`config.mk`:
```
export PLATFORM = sky130hd
export DESIGN_NAME = strap_config_latch
export DESIGN_NICKNAME = d
export VERILOG_FILES = /design/src/strap_config_pkg.sv /design/src/strap_config_latch.sv
export VERILOG_INCLUDE_DIRS = /design/src /design/src/src
export SDC_FILE = /design/constraint.sdc
export NUM_CORES = 1
export LEC_CHECK = 0
export BUFFER_PORTS_ARGS = -buffer_cell sky130_fd_sc_hd__buf_4
export CAP_MARGIN = 10
export CORE_ASPECT_RATIO = 1.5
export CORE_UTILIZATION = 40
export CTS_BUF_LIST = sky130_fd_sc_hd__clkbuf_8
export DETAILED_ROUTE_END_ITERATION = 8
export GPL_TIMING_DRIVEN = 0
export PLACE_DENSITY = 0.58
export SYNTH_ARGS = -nofsm -noshare
export SYNTH_HDL_FRONTEND = slang
export SYNTH_SLANG_ARGS = --single-unit
export TNS_END_PERCENT = 1
```
`constraint.sdc`:
```
create_clock -name aclk -period 2.05 [get_ports aclk]
set_input_delay 0.1025 -clock aclk [delete_from_list [all_inputs] [get_ports aclk]]
set_output_delay 0.1025 -clock aclk [all_outputs]
set_load 0.01 [all_outputs]
```
`src/strap_config_params.svh`:
```
// Purpose: Offsets, field positions, reset values and counts for the strap loader
// Assumes: 32-bit AXI4-Lite register words, byte addresses
// Notes: Definitions only
`ifndef STRAP_CONFIG_PARAMS_SVH
`define STRAP_CONFIG_PARAMS_SVH

// Register byte offsets
`define SC_OFS_CONTROL 6'h00
`define SC_OFS_ADVERT 6'h04
`define SC_OFS_SPECIAL 6'h08
`define SC_OFS_STRAP 6'h0c
`define SC_OFS_PINOUT 6'h10
`define SC_OFS_RX_COUNT 6'h14
`define SC_OFS_TX_COUNT 6'h18

// Control register fields
`define SC_CTL_DUPLEX 8
`define SC_CTL_ISOLATE 10
`define SC_CTL_AUTONEG 12
`define SC_CTL_SPEED 13
// Advertisement fields: 10 Mbps half/full, 100 Mbps half/full
`define SC_ADV_10_HALF 5
`define SC_ADV_10_FULL 6
`define SC_ADV_100_HALF 7
`define SC_ADV_100_FULL 8
// Special control field: address zero treated as unique
`define SC_SPC_ADDR0_UNIQUE 9

// Strap pin count and pin positions on the strap bus
`define SC_STRAP_PINS 12
`define SC_PIN_ADDR_LO 0
`define SC_PIN_MODE_LO 3
`define SC_PIN_ISOLATE 6
`define SC_PIN_SPEED 7
`define SC_PIN_DUPLEX 8
`define SC_PIN_AUTONEG 9
`define SC_PIN_ADDR0_UNIQUE 10
`define SC_PIN_TEST_N 11

// Interface-select codes
`define SC_MODE_RMII 3'h0
`define SC_MODE_B2B 3'h6

// Upper station-address bits after reset
`define SC_ADDR_UPPER_RESET 2'h0

// AXI responses
`define SC_RESP_OKAY 2'h0
`define SC_RESP_SLVERR 2'h2

`endif

```
`src/strap_config_pkg.sv`:
```
// Purpose: Types shared by the strap loader and its bench
// Assumes: Nothing beyond the params header
// Notes: Types only
package strap_config_pkg;

  // Capture sequence states
  typedef enum logic [0:0] {
    ST_CAPTURE,
    ST_RUN
  } cap_state_t;

  // Decoded strap image
  typedef struct packed {
    logic test_mode_en;
    logic addr0_unique;
    logic autoneg_en;
    logic duplex_full;
    logic speed_100;
    logic isolate;
    logic [2:0] mode;
    logic [2:0] addr_lo;
  } strap_image_t;

  // One RMII dibit beat
  typedef struct packed {
    logic valid;
    logic [1:0] dibit;
  } dibit_beat_t;

endpackage

```
`src/strap_config_latch.sv`:
```
// Purpose: Strap capture at reset release, settings registers and RMII dibit transfer
// Assumes: aclk is the RMII reference timing for this model; straps are asynchronous pins
// Notes: Strap pads are input during reset and driven from the pin-out register afterwards
//
// How it works
// Each running, non-isolated cycle with data valid high, two received bits go out on rxd.
// Each running, non-isolated cycle the MAC raises tx enable, two bits are taken from txd.
// Strap pins are sampled once at reset release and form the initial settings.
// Strap pads are inputs during reset and become driven outputs afterwards.
// Three address straps set station address low bits, 0 to 7.
// Upper two station address bits reset to 00.
// Address 0 is broadcast unless software sets special bit 9.
// Address-zero strap pulled up makes address 0 unique at reset release.
// Interface-select code 000 is RMII, 110 back-to-back, others reserved.
// Isolate strap loads control bit 10 at reset release.
// Rate strap loads control bit 13 and the advertised speed capability.
// Duplex strap loads control bit 8; pull-up means half duplex.
// Negotiation strap loads control bit 12; pull-up enables it.
// Gate-chain test strap captured at release; pull-down enables test mode.
// Captured strap values hold until next reset; only registers may change.
`include "strap_config_params.svh"
`timescale 1ns/100ps
`default_nettype none

module strap_config_latch #(
  parameter int COUNT_W = 16
) (
  input wire logic aclk,
  input wire logic aresetn,
  input wire logic ce,
  // AXI4-Lite slave
  input wire logic [5:0] s_axi_awaddr,
  input wire logic s_axi_awvalid,
  output logic s_axi_awready,
  input wire logic [31:0] s_axi_wdata,
  input wire logic [3:0] s_axi_wstrb,
  input wire logic s_axi_wvalid,
  output logic s_axi_wready,
  output logic [1:0] s_axi_bresp,
  output logic s_axi_bvalid,
  input wire logic s_axi_bready,
  input wire logic [5:0] s_axi_araddr,
  input wire logic s_axi_arvalid,
  output logic s_axi_arready,
  output logic [31:0] s_axi_rdata,
  output logic [1:0] s_axi_rresp,
  output logic s_axi_rvalid,
  input wire logic s_axi_rready,
  // Strap pads, three signals each
  input wire logic [`SC_STRAP_PINS-1:0] strap_pad_in,
  output logic [`SC_STRAP_PINS-1:0] strap_pad_out,
  output logic [`SC_STRAP_PINS-1:0] strap_pad_oe_n,
  // Management address check
  input wire logic [4:0] mgmt_addr,
  output logic mgmt_addr_hit,
  // Configuration outputs
  output logic [4:0] station_address,
  output logic [2:0] interface_mode,
  output logic interface_mode_reserved,
  output logic test_mode_en,
  output logic [15:0] control_word,
  // Receive path: internal recovered data in, RMII out
  input wire logic rx_data_valid,
  input wire logic [1:0] rx_data,
  output logic rmii_crs_dv,
  output logic [1:0] rmii_rxd,
  // Transmit path: RMII in, internal data out
  input wire logic rmii_tx_en,
  input wire logic [1:0] rmii_txd,
  output logic tx_data_valid,
  output logic [1:0] tx_data
);

  // Merge byte lanes of a write into a stored word
  function automatic logic [31:0] merge_bytes(input logic [31:0] old_val, input logic [31:0] new_val,
                                              input logic [3:0] strb);
    logic [31:0] res;
    res = old_val;
    for (int i = 0; i < 4; i++) begin
      if (strb[i]) res[i*8 +: 8] = new_val[i*8 +: 8];
    end
    return res;
  endfunction

  // True for any interface-select code that is not defined
  function automatic logic mode_reserved(input logic [2:0] code);
    return (code != `SC_MODE_RMII) && (code != `SC_MODE_B2B);
  endfunction

  logic [`SC_STRAP_PINS-1:0] strap_sync1_reg;
  logic [`SC_STRAP_PINS-1:0] strap_sync2_reg;
  strap_config_pkg::cap_state_t state_reg;
  strap_config_pkg::strap_image_t strap_reg;
  strap_config_pkg::strap_image_t strap_next;
  logic [15:0] control_reg;
  logic speed_cap_100_reg;
  logic addr0_unique_reg;
  logic [`SC_STRAP_PINS-1:0] pinout_reg;
  logic [COUNT_W-1:0] rx_count_reg;
  logic [COUNT_W-1:0] tx_count_reg;
  logic [5:0] aw_addr_reg;
  logic aw_held_reg;
  logic [31:0] w_data_reg;
  logic [3:0] w_strb_reg;
  logic w_held_reg;
  logic wr_fire;
  logic [31:0] rd_word;
  logic rd_hit;
  logic wr_hit;
  logic [31:0] wr_merged;
  logic [31:0] control_word32;
  logic [31:0] advert_word;

  // Two-flop synchroniser on the strap pads; runs during reset so data is ready at release
  always_ff @(posedge aclk) begin
    if (ce) begin
      strap_sync1_reg <= strap_pad_in;
      strap_sync2_reg <= strap_sync1_reg;
    end
  end

  // Decode the synchronised pad levels into a strap image
  always_comb begin
    strap_next.addr_lo = strap_sync2_reg[`SC_PIN_ADDR_LO +: 3];
    strap_next.mode = strap_sync2_reg[`SC_PIN_MODE_LO +: 3];
    strap_next.isolate = strap_sync2_reg[`SC_PIN_ISOLATE];
    strap_next.speed_100 = strap_sync2_reg[`SC_PIN_SPEED];
    strap_next.duplex_full = ~strap_sync2_reg[`SC_PIN_DUPLEX];
    strap_next.autoneg_en = strap_sync2_reg[`SC_PIN_AUTONEG];
    strap_next.addr0_unique = strap_sync2_reg[`SC_PIN_ADDR0_UNIQUE];
    strap_next.test_mode_en = ~strap_sync2_reg[`SC_PIN_TEST_N];
  end

  // Capture sequence: one capture at the first enabled edge after reset release
  always_ff @(posedge aclk) begin
    if (!aresetn) begin
      state_reg <= strap_config_pkg::ST_CAPTURE;
    end else if (ce) begin
      case (state_reg)
        strap_config_pkg::ST_CAPTURE: state_reg <= strap_config_pkg::ST_RUN;
        strap_config_pkg::ST_RUN: state_reg <= strap_config_pkg::ST_RUN;
        default: state_reg <= strap_config_pkg::ST_CAPTURE;
      endcase
    end
  end

  // Latched strap image, untouched by software until the next reset
  always_ff @(posedge aclk) begin
    if (!aresetn) begin
      strap_reg <= '0;
    end else if (ce && state_reg == strap_config_pkg::ST_CAPTURE) begin
      strap_reg <= strap_next;
    end
  end

  // Pad direction: inputs through reset and capture, driven afterwards
  always_ff @(posedge aclk) begin
    if (!aresetn) begin
      strap_pad_oe_n <= '1;
      strap_pad_out <= '0;
    end else if (ce) begin
      strap_pad_oe_n <= (state_reg == strap_config_pkg::ST_RUN) ? '0 : '1;
      strap_pad_out <= pinout_reg;
    end
  end

  assign wr_fire = aw_held_reg && w_held_reg && !s_axi_bvalid;
  assign control_word32 = {16'h0000, control_reg};
  assign advert_word = {23'h000000, speed_cap_100_reg, speed_cap_100_reg, 1'b1, 1'b1, 5'h01};

  // Settings registers: strap loads at capture, software writes afterwards
  always_ff @(posedge aclk) begin
    if (!aresetn) begin
      control_reg <= '0;
      speed_cap_100_reg <= 1'b0;
      addr0_unique_reg <= 1'b0;
    end else if (ce) begin
      if (state_reg == strap_config_pkg::ST_CAPTURE) begin
        control_reg <= '0;
        control_reg[`SC_CTL_ISOLATE] <= strap_next.isolate;
        control_reg[`SC_CTL_SPEED] <= strap_next.speed_100;
        control_reg[`SC_CTL_DUPLEX] <= strap_next.duplex_full;
        control_reg[`SC_CTL_AUTONEG] <= strap_next.autoneg_en;
        speed_cap_100_reg <= strap_next.speed_100;
        addr0_unique_reg <= strap_next.addr0_unique;
      end else if (wr_fire && aw_addr_reg == `SC_OFS_CONTROL) begin
        control_reg <= wr_merged[15:0];
      end else if (wr_fire && aw_addr_reg == `SC_OFS_ADVERT) begin
        speed_cap_100_reg <= wr_merged[`SC_ADV_100_HALF];
      end else if (wr_fire && aw_addr_reg == `SC_OFS_SPECIAL) begin
        addr0_unique_reg <= wr_merged[`SC_SPC_ADDR0_UNIQUE];
      end
    end
  end

  // Pad drive values once the straps become outputs
  always_ff @(posedge aclk) begin
    if (!aresetn) begin
      pinout_reg <= '0;
    end else if (ce && wr_fire && aw_addr_reg == `SC_OFS_PINOUT) begin
      pinout_reg <= wr_merged[`SC_STRAP_PINS-1:0];
    end
  end

  // Configuration outputs held from the latched image and the settings registers
  always_ff @(posedge aclk) begin
    if (!aresetn) begin
      station_address <= '0;
      interface_mode <= '0;
      interface_mode_reserved <= 1'b0;
      test_mode_en <= 1'b0;
      control_word <= '0;
      mgmt_addr_hit <= 1'b0;
    end else if (ce) begin
      station_address <= {`SC_ADDR_UPPER_RESET, strap_reg.addr_lo};
      interface_mode <= strap_reg.mode;
      interface_mode_reserved <= mode_reserved(strap_reg.mode);
      test_mode_en <= strap_reg.test_mode_en;
      control_word <= control_reg;
      // Address 0 answers as broadcast unless the unique bit, loaded from the strap or last written by software, is set
      mgmt_addr_hit <= (state_reg == strap_config_pkg::ST_RUN) &&
                       ((mgmt_addr == {`SC_ADDR_UPPER_RESET, strap_reg.addr_lo}) ||
                        (mgmt_addr == 5'h00 && !addr0_unique_reg));
    end
  end

  // Receive direction: one dibit to the MAC per valid cycle, silent while isolated
  always_ff @(posedge aclk) begin
    if (!aresetn) begin
      rmii_crs_dv <= 1'b0;
      rmii_rxd <= 2'h0;
      rx_count_reg <= '0;
    end else if (ce) begin
      if (rx_data_valid && !control_reg[`SC_CTL_ISOLATE] && state_reg == strap_config_pkg::ST_RUN) begin
        rmii_crs_dv <= 1'b1;
        rmii_rxd <= rx_data;
        rx_count_reg <= rx_count_reg + 1'b1;
      end else begin
        rmii_crs_dv <= 1'b0;
        rmii_rxd <= 2'h0;
      end
    end
  end

  // Transmit direction: one dibit taken per tx enable cycle, ignored while isolated
  always_ff @(posedge aclk) begin
    if (!aresetn) begin
      tx_data_valid <= 1'b0;
      tx_data <= 2'h0;
      tx_count_reg <= '0;
    end else if (ce) begin
      if (rmii_tx_en && !control_reg[`SC_CTL_ISOLATE] && state_reg == strap_config_pkg::ST_RUN) begin
        tx_data_valid <= 1'b1;
        tx_data <= rmii_txd;
        tx_count_reg <= tx_count_reg + 1'b1;
      end else begin
        tx_data_valid <= 1'b0;
        tx_data <= 2'h0;
      end
    end
  end

  // Write address channel: hold one address until the response is taken
  always_ff @(posedge aclk) begin
    if (!aresetn) begin
      s_axi_awready <= 1'b0;
      aw_held_reg <= 1'b0;
      aw_addr_reg <= '0;
    end else if (ce) begin
      if (s_axi_awready && s_axi_awvalid) begin
        aw_held_reg <= 1'b1;
        aw_addr_reg <= {s_axi_awaddr[5:2], 2'b00};
        s_axi_awready <= 1'b0;
      end else if (s_axi_bvalid && s_axi_bready) begin
        aw_held_reg <= 1'b0;
        s_axi_awready <= 1'b1;
      end else begin
        s_axi_awready <= !aw_held_reg;
      end
    end
  end

  // Write data channel, independent of the address channel
  always_ff @(posedge aclk) begin
    if (!aresetn) begin
      s_axi_wready <= 1'b0;
      w_held_reg <= 1'b0;
      w_data_reg <= '0;
      w_strb_reg <= '0;
    end else if (ce) begin
      if (s_axi_wready && s_axi_wvalid) begin
        w_held_reg <= 1'b1;
        w_data_reg <= s_axi_wdata;
        w_strb_reg <= s_axi_wstrb;
        s_axi_wready <= 1'b0;
      end else if (s_axi_bvalid && s_axi_bready) begin
        w_held_reg <= 1'b0;
        s_axi_wready <= 1'b1;
      end else begin
        s_axi_wready <= !w_held_reg;
      end
    end
  end

  // Writable offsets and the word a write leaves there, byte lanes merged into the stored value
  always_comb begin
    wr_hit = 1'b1;
    wr_merged = 32'h00000000;
    case (aw_addr_reg)
      `SC_OFS_CONTROL: wr_merged = merge_bytes(control_word32, w_data_reg, w_strb_reg);
      `SC_OFS_ADVERT: wr_merged = merge_bytes(advert_word, w_data_reg, w_strb_reg);
      `SC_OFS_SPECIAL: wr_merged = merge_bytes({22'h0, addr0_unique_reg, 9'h0}, w_data_reg, w_strb_reg);
      `SC_OFS_PINOUT: wr_merged = merge_bytes({20'h0, pinout_reg}, w_data_reg, w_strb_reg);
      default: wr_hit = 1'b0;
    endcase
  end

  // Write response once both halves are held
  always_ff @(posedge aclk) begin
    if (!aresetn) begin
      s_axi_bvalid <= 1'b0;
      s_axi_bresp <= `SC_RESP_OKAY;
    end else if (ce) begin
      if (wr_fire) begin
        s_axi_bvalid <= 1'b1;
        s_axi_bresp <= wr_hit ? `SC_RESP_OKAY : `SC_RESP_SLVERR;
      end else if (s_axi_bvalid && s_axi_bready) begin
        s_axi_bvalid <= 1'b0;
      end
    end
  end

  // Read decode; unmapped offsets read zero with an error response
  always_comb begin
    rd_hit = 1'b1;
    case ({s_axi_araddr[5:2], 2'b00})
      `SC_OFS_CONTROL: rd_word = control_word32;
      `SC_OFS_ADVERT: rd_word = advert_word;
      `SC_OFS_SPECIAL: rd_word = {22'h000000, addr0_unique_reg, 9'h000};
      `SC_OFS_STRAP: rd_word = {16'h0000, (state_reg == strap_config_pkg::ST_RUN),
                                mode_reserved(strap_reg.mode), strap_reg, `SC_ADDR_UPPER_RESET};
      `SC_OFS_PINOUT: rd_word = {20'h00000, pinout_reg};
      `SC_OFS_RX_COUNT: rd_word = 32'(rx_count_reg);
      `SC_OFS_TX_COUNT: rd_word = 32'(tx_count_reg);
      default: begin
        rd_word = 32'h00000000;
        rd_hit = 1'b0;
      end
    endcase
  end

  // Read channel: one read under way, answer one cycle after the address is taken
  always_ff @(posedge aclk) begin
    if (!aresetn) begin
      s_axi_arready <= 1'b0;
      s_axi_rvalid <= 1'b0;
      s_axi_rdata <= '0;
      s_axi_rresp <= `SC_RESP_OKAY;
    end else if (ce) begin
      if (s_axi_arready && s_axi_arvalid) begin
        s_axi_arready <= 1'b0;
        s_axi_rvalid <= 1'b1;
        s_axi_rdata <= rd_word;
        s_axi_rresp <= rd_hit ? `SC_RESP_OKAY : `SC_RESP_SLVERR;
      end else if (s_axi_rvalid && s_axi_rready) begin
        s_axi_rvalid <= 1'b0;
        s_axi_arready <= 1'b1;
      end else begin
        s_axi_arready <= !s_axi_rvalid;
      end
    end
  end

endmodule

`default_nettype wire

```
==> results.toml <==
[sta]
fin_crit_ns = 1.85
worstMarginPinSlew_ns = 0.681
fin_skew_ns = 0.0175
slew_viol_final = 0
min_period_over_period = 0.901
final_hold_viol_count = 0
grt_setup_unrepaired = "false"
max_freq_ghz = 0.541
setup_viol_count_final = 0
maxSlewHeadroom = 0.546

[cells_and_area]
n_antenna_cell = 0
final_common_cell = "buf_4"
fin_cells = 1394
num-nets-final = 1194
final_util = 0.514
syn2layout_area_growth_pct = 26.2
drive_gt1_frac = 0.223
final_cell_mix = "169 x buf_4, 166 x dfxtp_1, 121 x nand2_1"

[status]
status = "completed"

[routing]
drtIter0Drc = 452
drt_pre_antenna_iters = 5
ant_nets = 0
drt-total-wl_um = 25400
vias_per_cell = 5.10
vias = 7105
drc_errors = 0
wl_per_cell_um = 18.2

[yosys]
ys_seq_area_frac = 0.472
synth_edf_count = 24
yosys_warnings = 0
async_flop_share = 0
syn_area_sq_mm = 0.00857
synth_area_per_cell_sq_um = 9.56
synth_cell_types = 67
synth_cells = 897
synth_area_leaders = "dfxtp_1 39%, edfxtp_1 8.4%, mux2i_1 6.2%"
synthFlopType = "dfxtp_1"
yosys.area.top_type = "dfxtp_1"
synth_top_area_frac = 0.388
synth-seq-cells = 190

[clock_network]
cts_tree = "yes"
cts_setup_buffers = 0
clockRootBuffer = "clkbuf_8"
htreeDepth = 4
clkSinkCount = 190
cts_max_path_buffers = 2
path_clk_slew_ns = 0.11
numCtsBuffers = 17
insertion_delay_ns = 0.49

[setup_path]
required_ns = 2.47
cp_max_fo = 10
start_kind = "register"
crit_type = "register to register"
ff2ff_setup_slack_ns = 0.20
crit_arrival_ns = 2.27
setup.worst_path.start = "state_reg"
reg2reg_from = "state_reg"
end_kind = "register"

[floorplanning]
core_region_area_sq_mm = 0.0211
core.rowCount = 65
dieHeight_um = 181
io-pin-count = 177
initial_core_util = 0.407
die_x_um = 122
die_area_sq_mm = 0.0220

[global_route]
antenna_found_initial = 0
grt_pass1_vias = 6827
grt_max_degree = 27
grt_pass1_wl_um = 38700
grt-ovfl-total = 0
gr-usage-all-layers = 0.236

[flow_run]
max_cap_violations = 0

[placement]
port_buffers = 132
hpwl_um = 19200
globalplace.congestion = 0.934
post-place-cells = 1316

[min_path]
hold_class = "input port to register"
min_from = "ce"

[power]
power.density_mw_per_mm2 = 660
leakagePower_nw = 4.35
ir_drop_mv = 0.433
critical path: stages (launching register included):
cell and delay (ns):
dfxtp_1 0.37, buf_4 0.20, inv_1 0.14, nand2_1 0.25, clkbuf_1 0.51, nand3_1 0.15, o22ai_1 0.14
through the flow:
step	TNS [ns]	total power [mW]	hold slack, ns	cell area, sq um	setup WS (ns)
finish	0	7.14	0.0319	10800	0.203
global route	0	7.41	0.0167	10800	0.0243
CTS	0	7.20	0.00545	10800	0.127
detailed placement	-5.34	4.70	0.282	9970	-0.322
global placement	-5.29	4.70	0.281	9970	-0.328
floorplan	0	4.40	0.201	8640	0.367
synthesized netlist by cell type, types with 23 or more instances:
cell	number
and2_1	29
buf_4	37
edfxtp_1	24
dfxtp_1	166
clkbuf_1	30
nand2_1	121
nor2b_1	74
a21boi_0	38
a21oi_1	23
mux2i_1	53
nand3_1	29
o21ai_0	29
path summary, 6_finish.rpt:
path                                             to  cells past startpoint
worst max register to register       control_reg[0]                      6
worst min register to register  strap_sync2_reg[10]                      0
worst min-delay path             strap_sync1_reg[2]                      1
worst max-delay path                 control_reg[0]                      6
where the power goes:
| part | internal (mW) | leakage [nW] | switching (mW) |
|---|---|---|---|
| registers | 3.86 | 1.58 | 0.0800 |
| clock network | 0.908 | 0.198 | 1.53 |
| logic | 0.364 | 2.58 | 0.385 |
| total | 5.14 | 4.35 | 2.00 |
kinds of logic after synthesis:
| logic type | synth area share |
|---|---|
| adders and majority gates | 0.00423 |
| DFF | 0.472 |
| AOI/OAI and AO/OA | 0.144 |
| other | 0.000437 |
| muxes | 0.0803 |
| and+or+nand+nor | 0.203 |
| xor gates and xnor gates | 0.0296 |
| buffers and inverters | 0.0661 |
per-layer routing:
metal	global-route usage	vias to the layer above	share of wire
met5	0	-	0
met4	0.126	0	0.045
met3	0.0354	54	0.044
met2	0.406	236	0.50
met1	0.278	3291	0.41
li1	-	3524	-
layout make-up:
type | count | area (sq um)
inverter | 9 | 33.8
tap | 268 | 335
fill | 2057 | 10200
timing repair buffer | 178 | 1450
multi-input combinational | 626 | 4040
clock inverter | 15 | 145
clock buffer | 17 | 234
buffer | 91 | 534
sequential | 190 | 4040
repair_timing:
action	4_1_cts	5_1_grt
setup endpoints to repair	1	1
resized for setup	1	2
hold endpoints to repair	45	0
hold buffers	46	0
(Power assumes the default switching activity.)
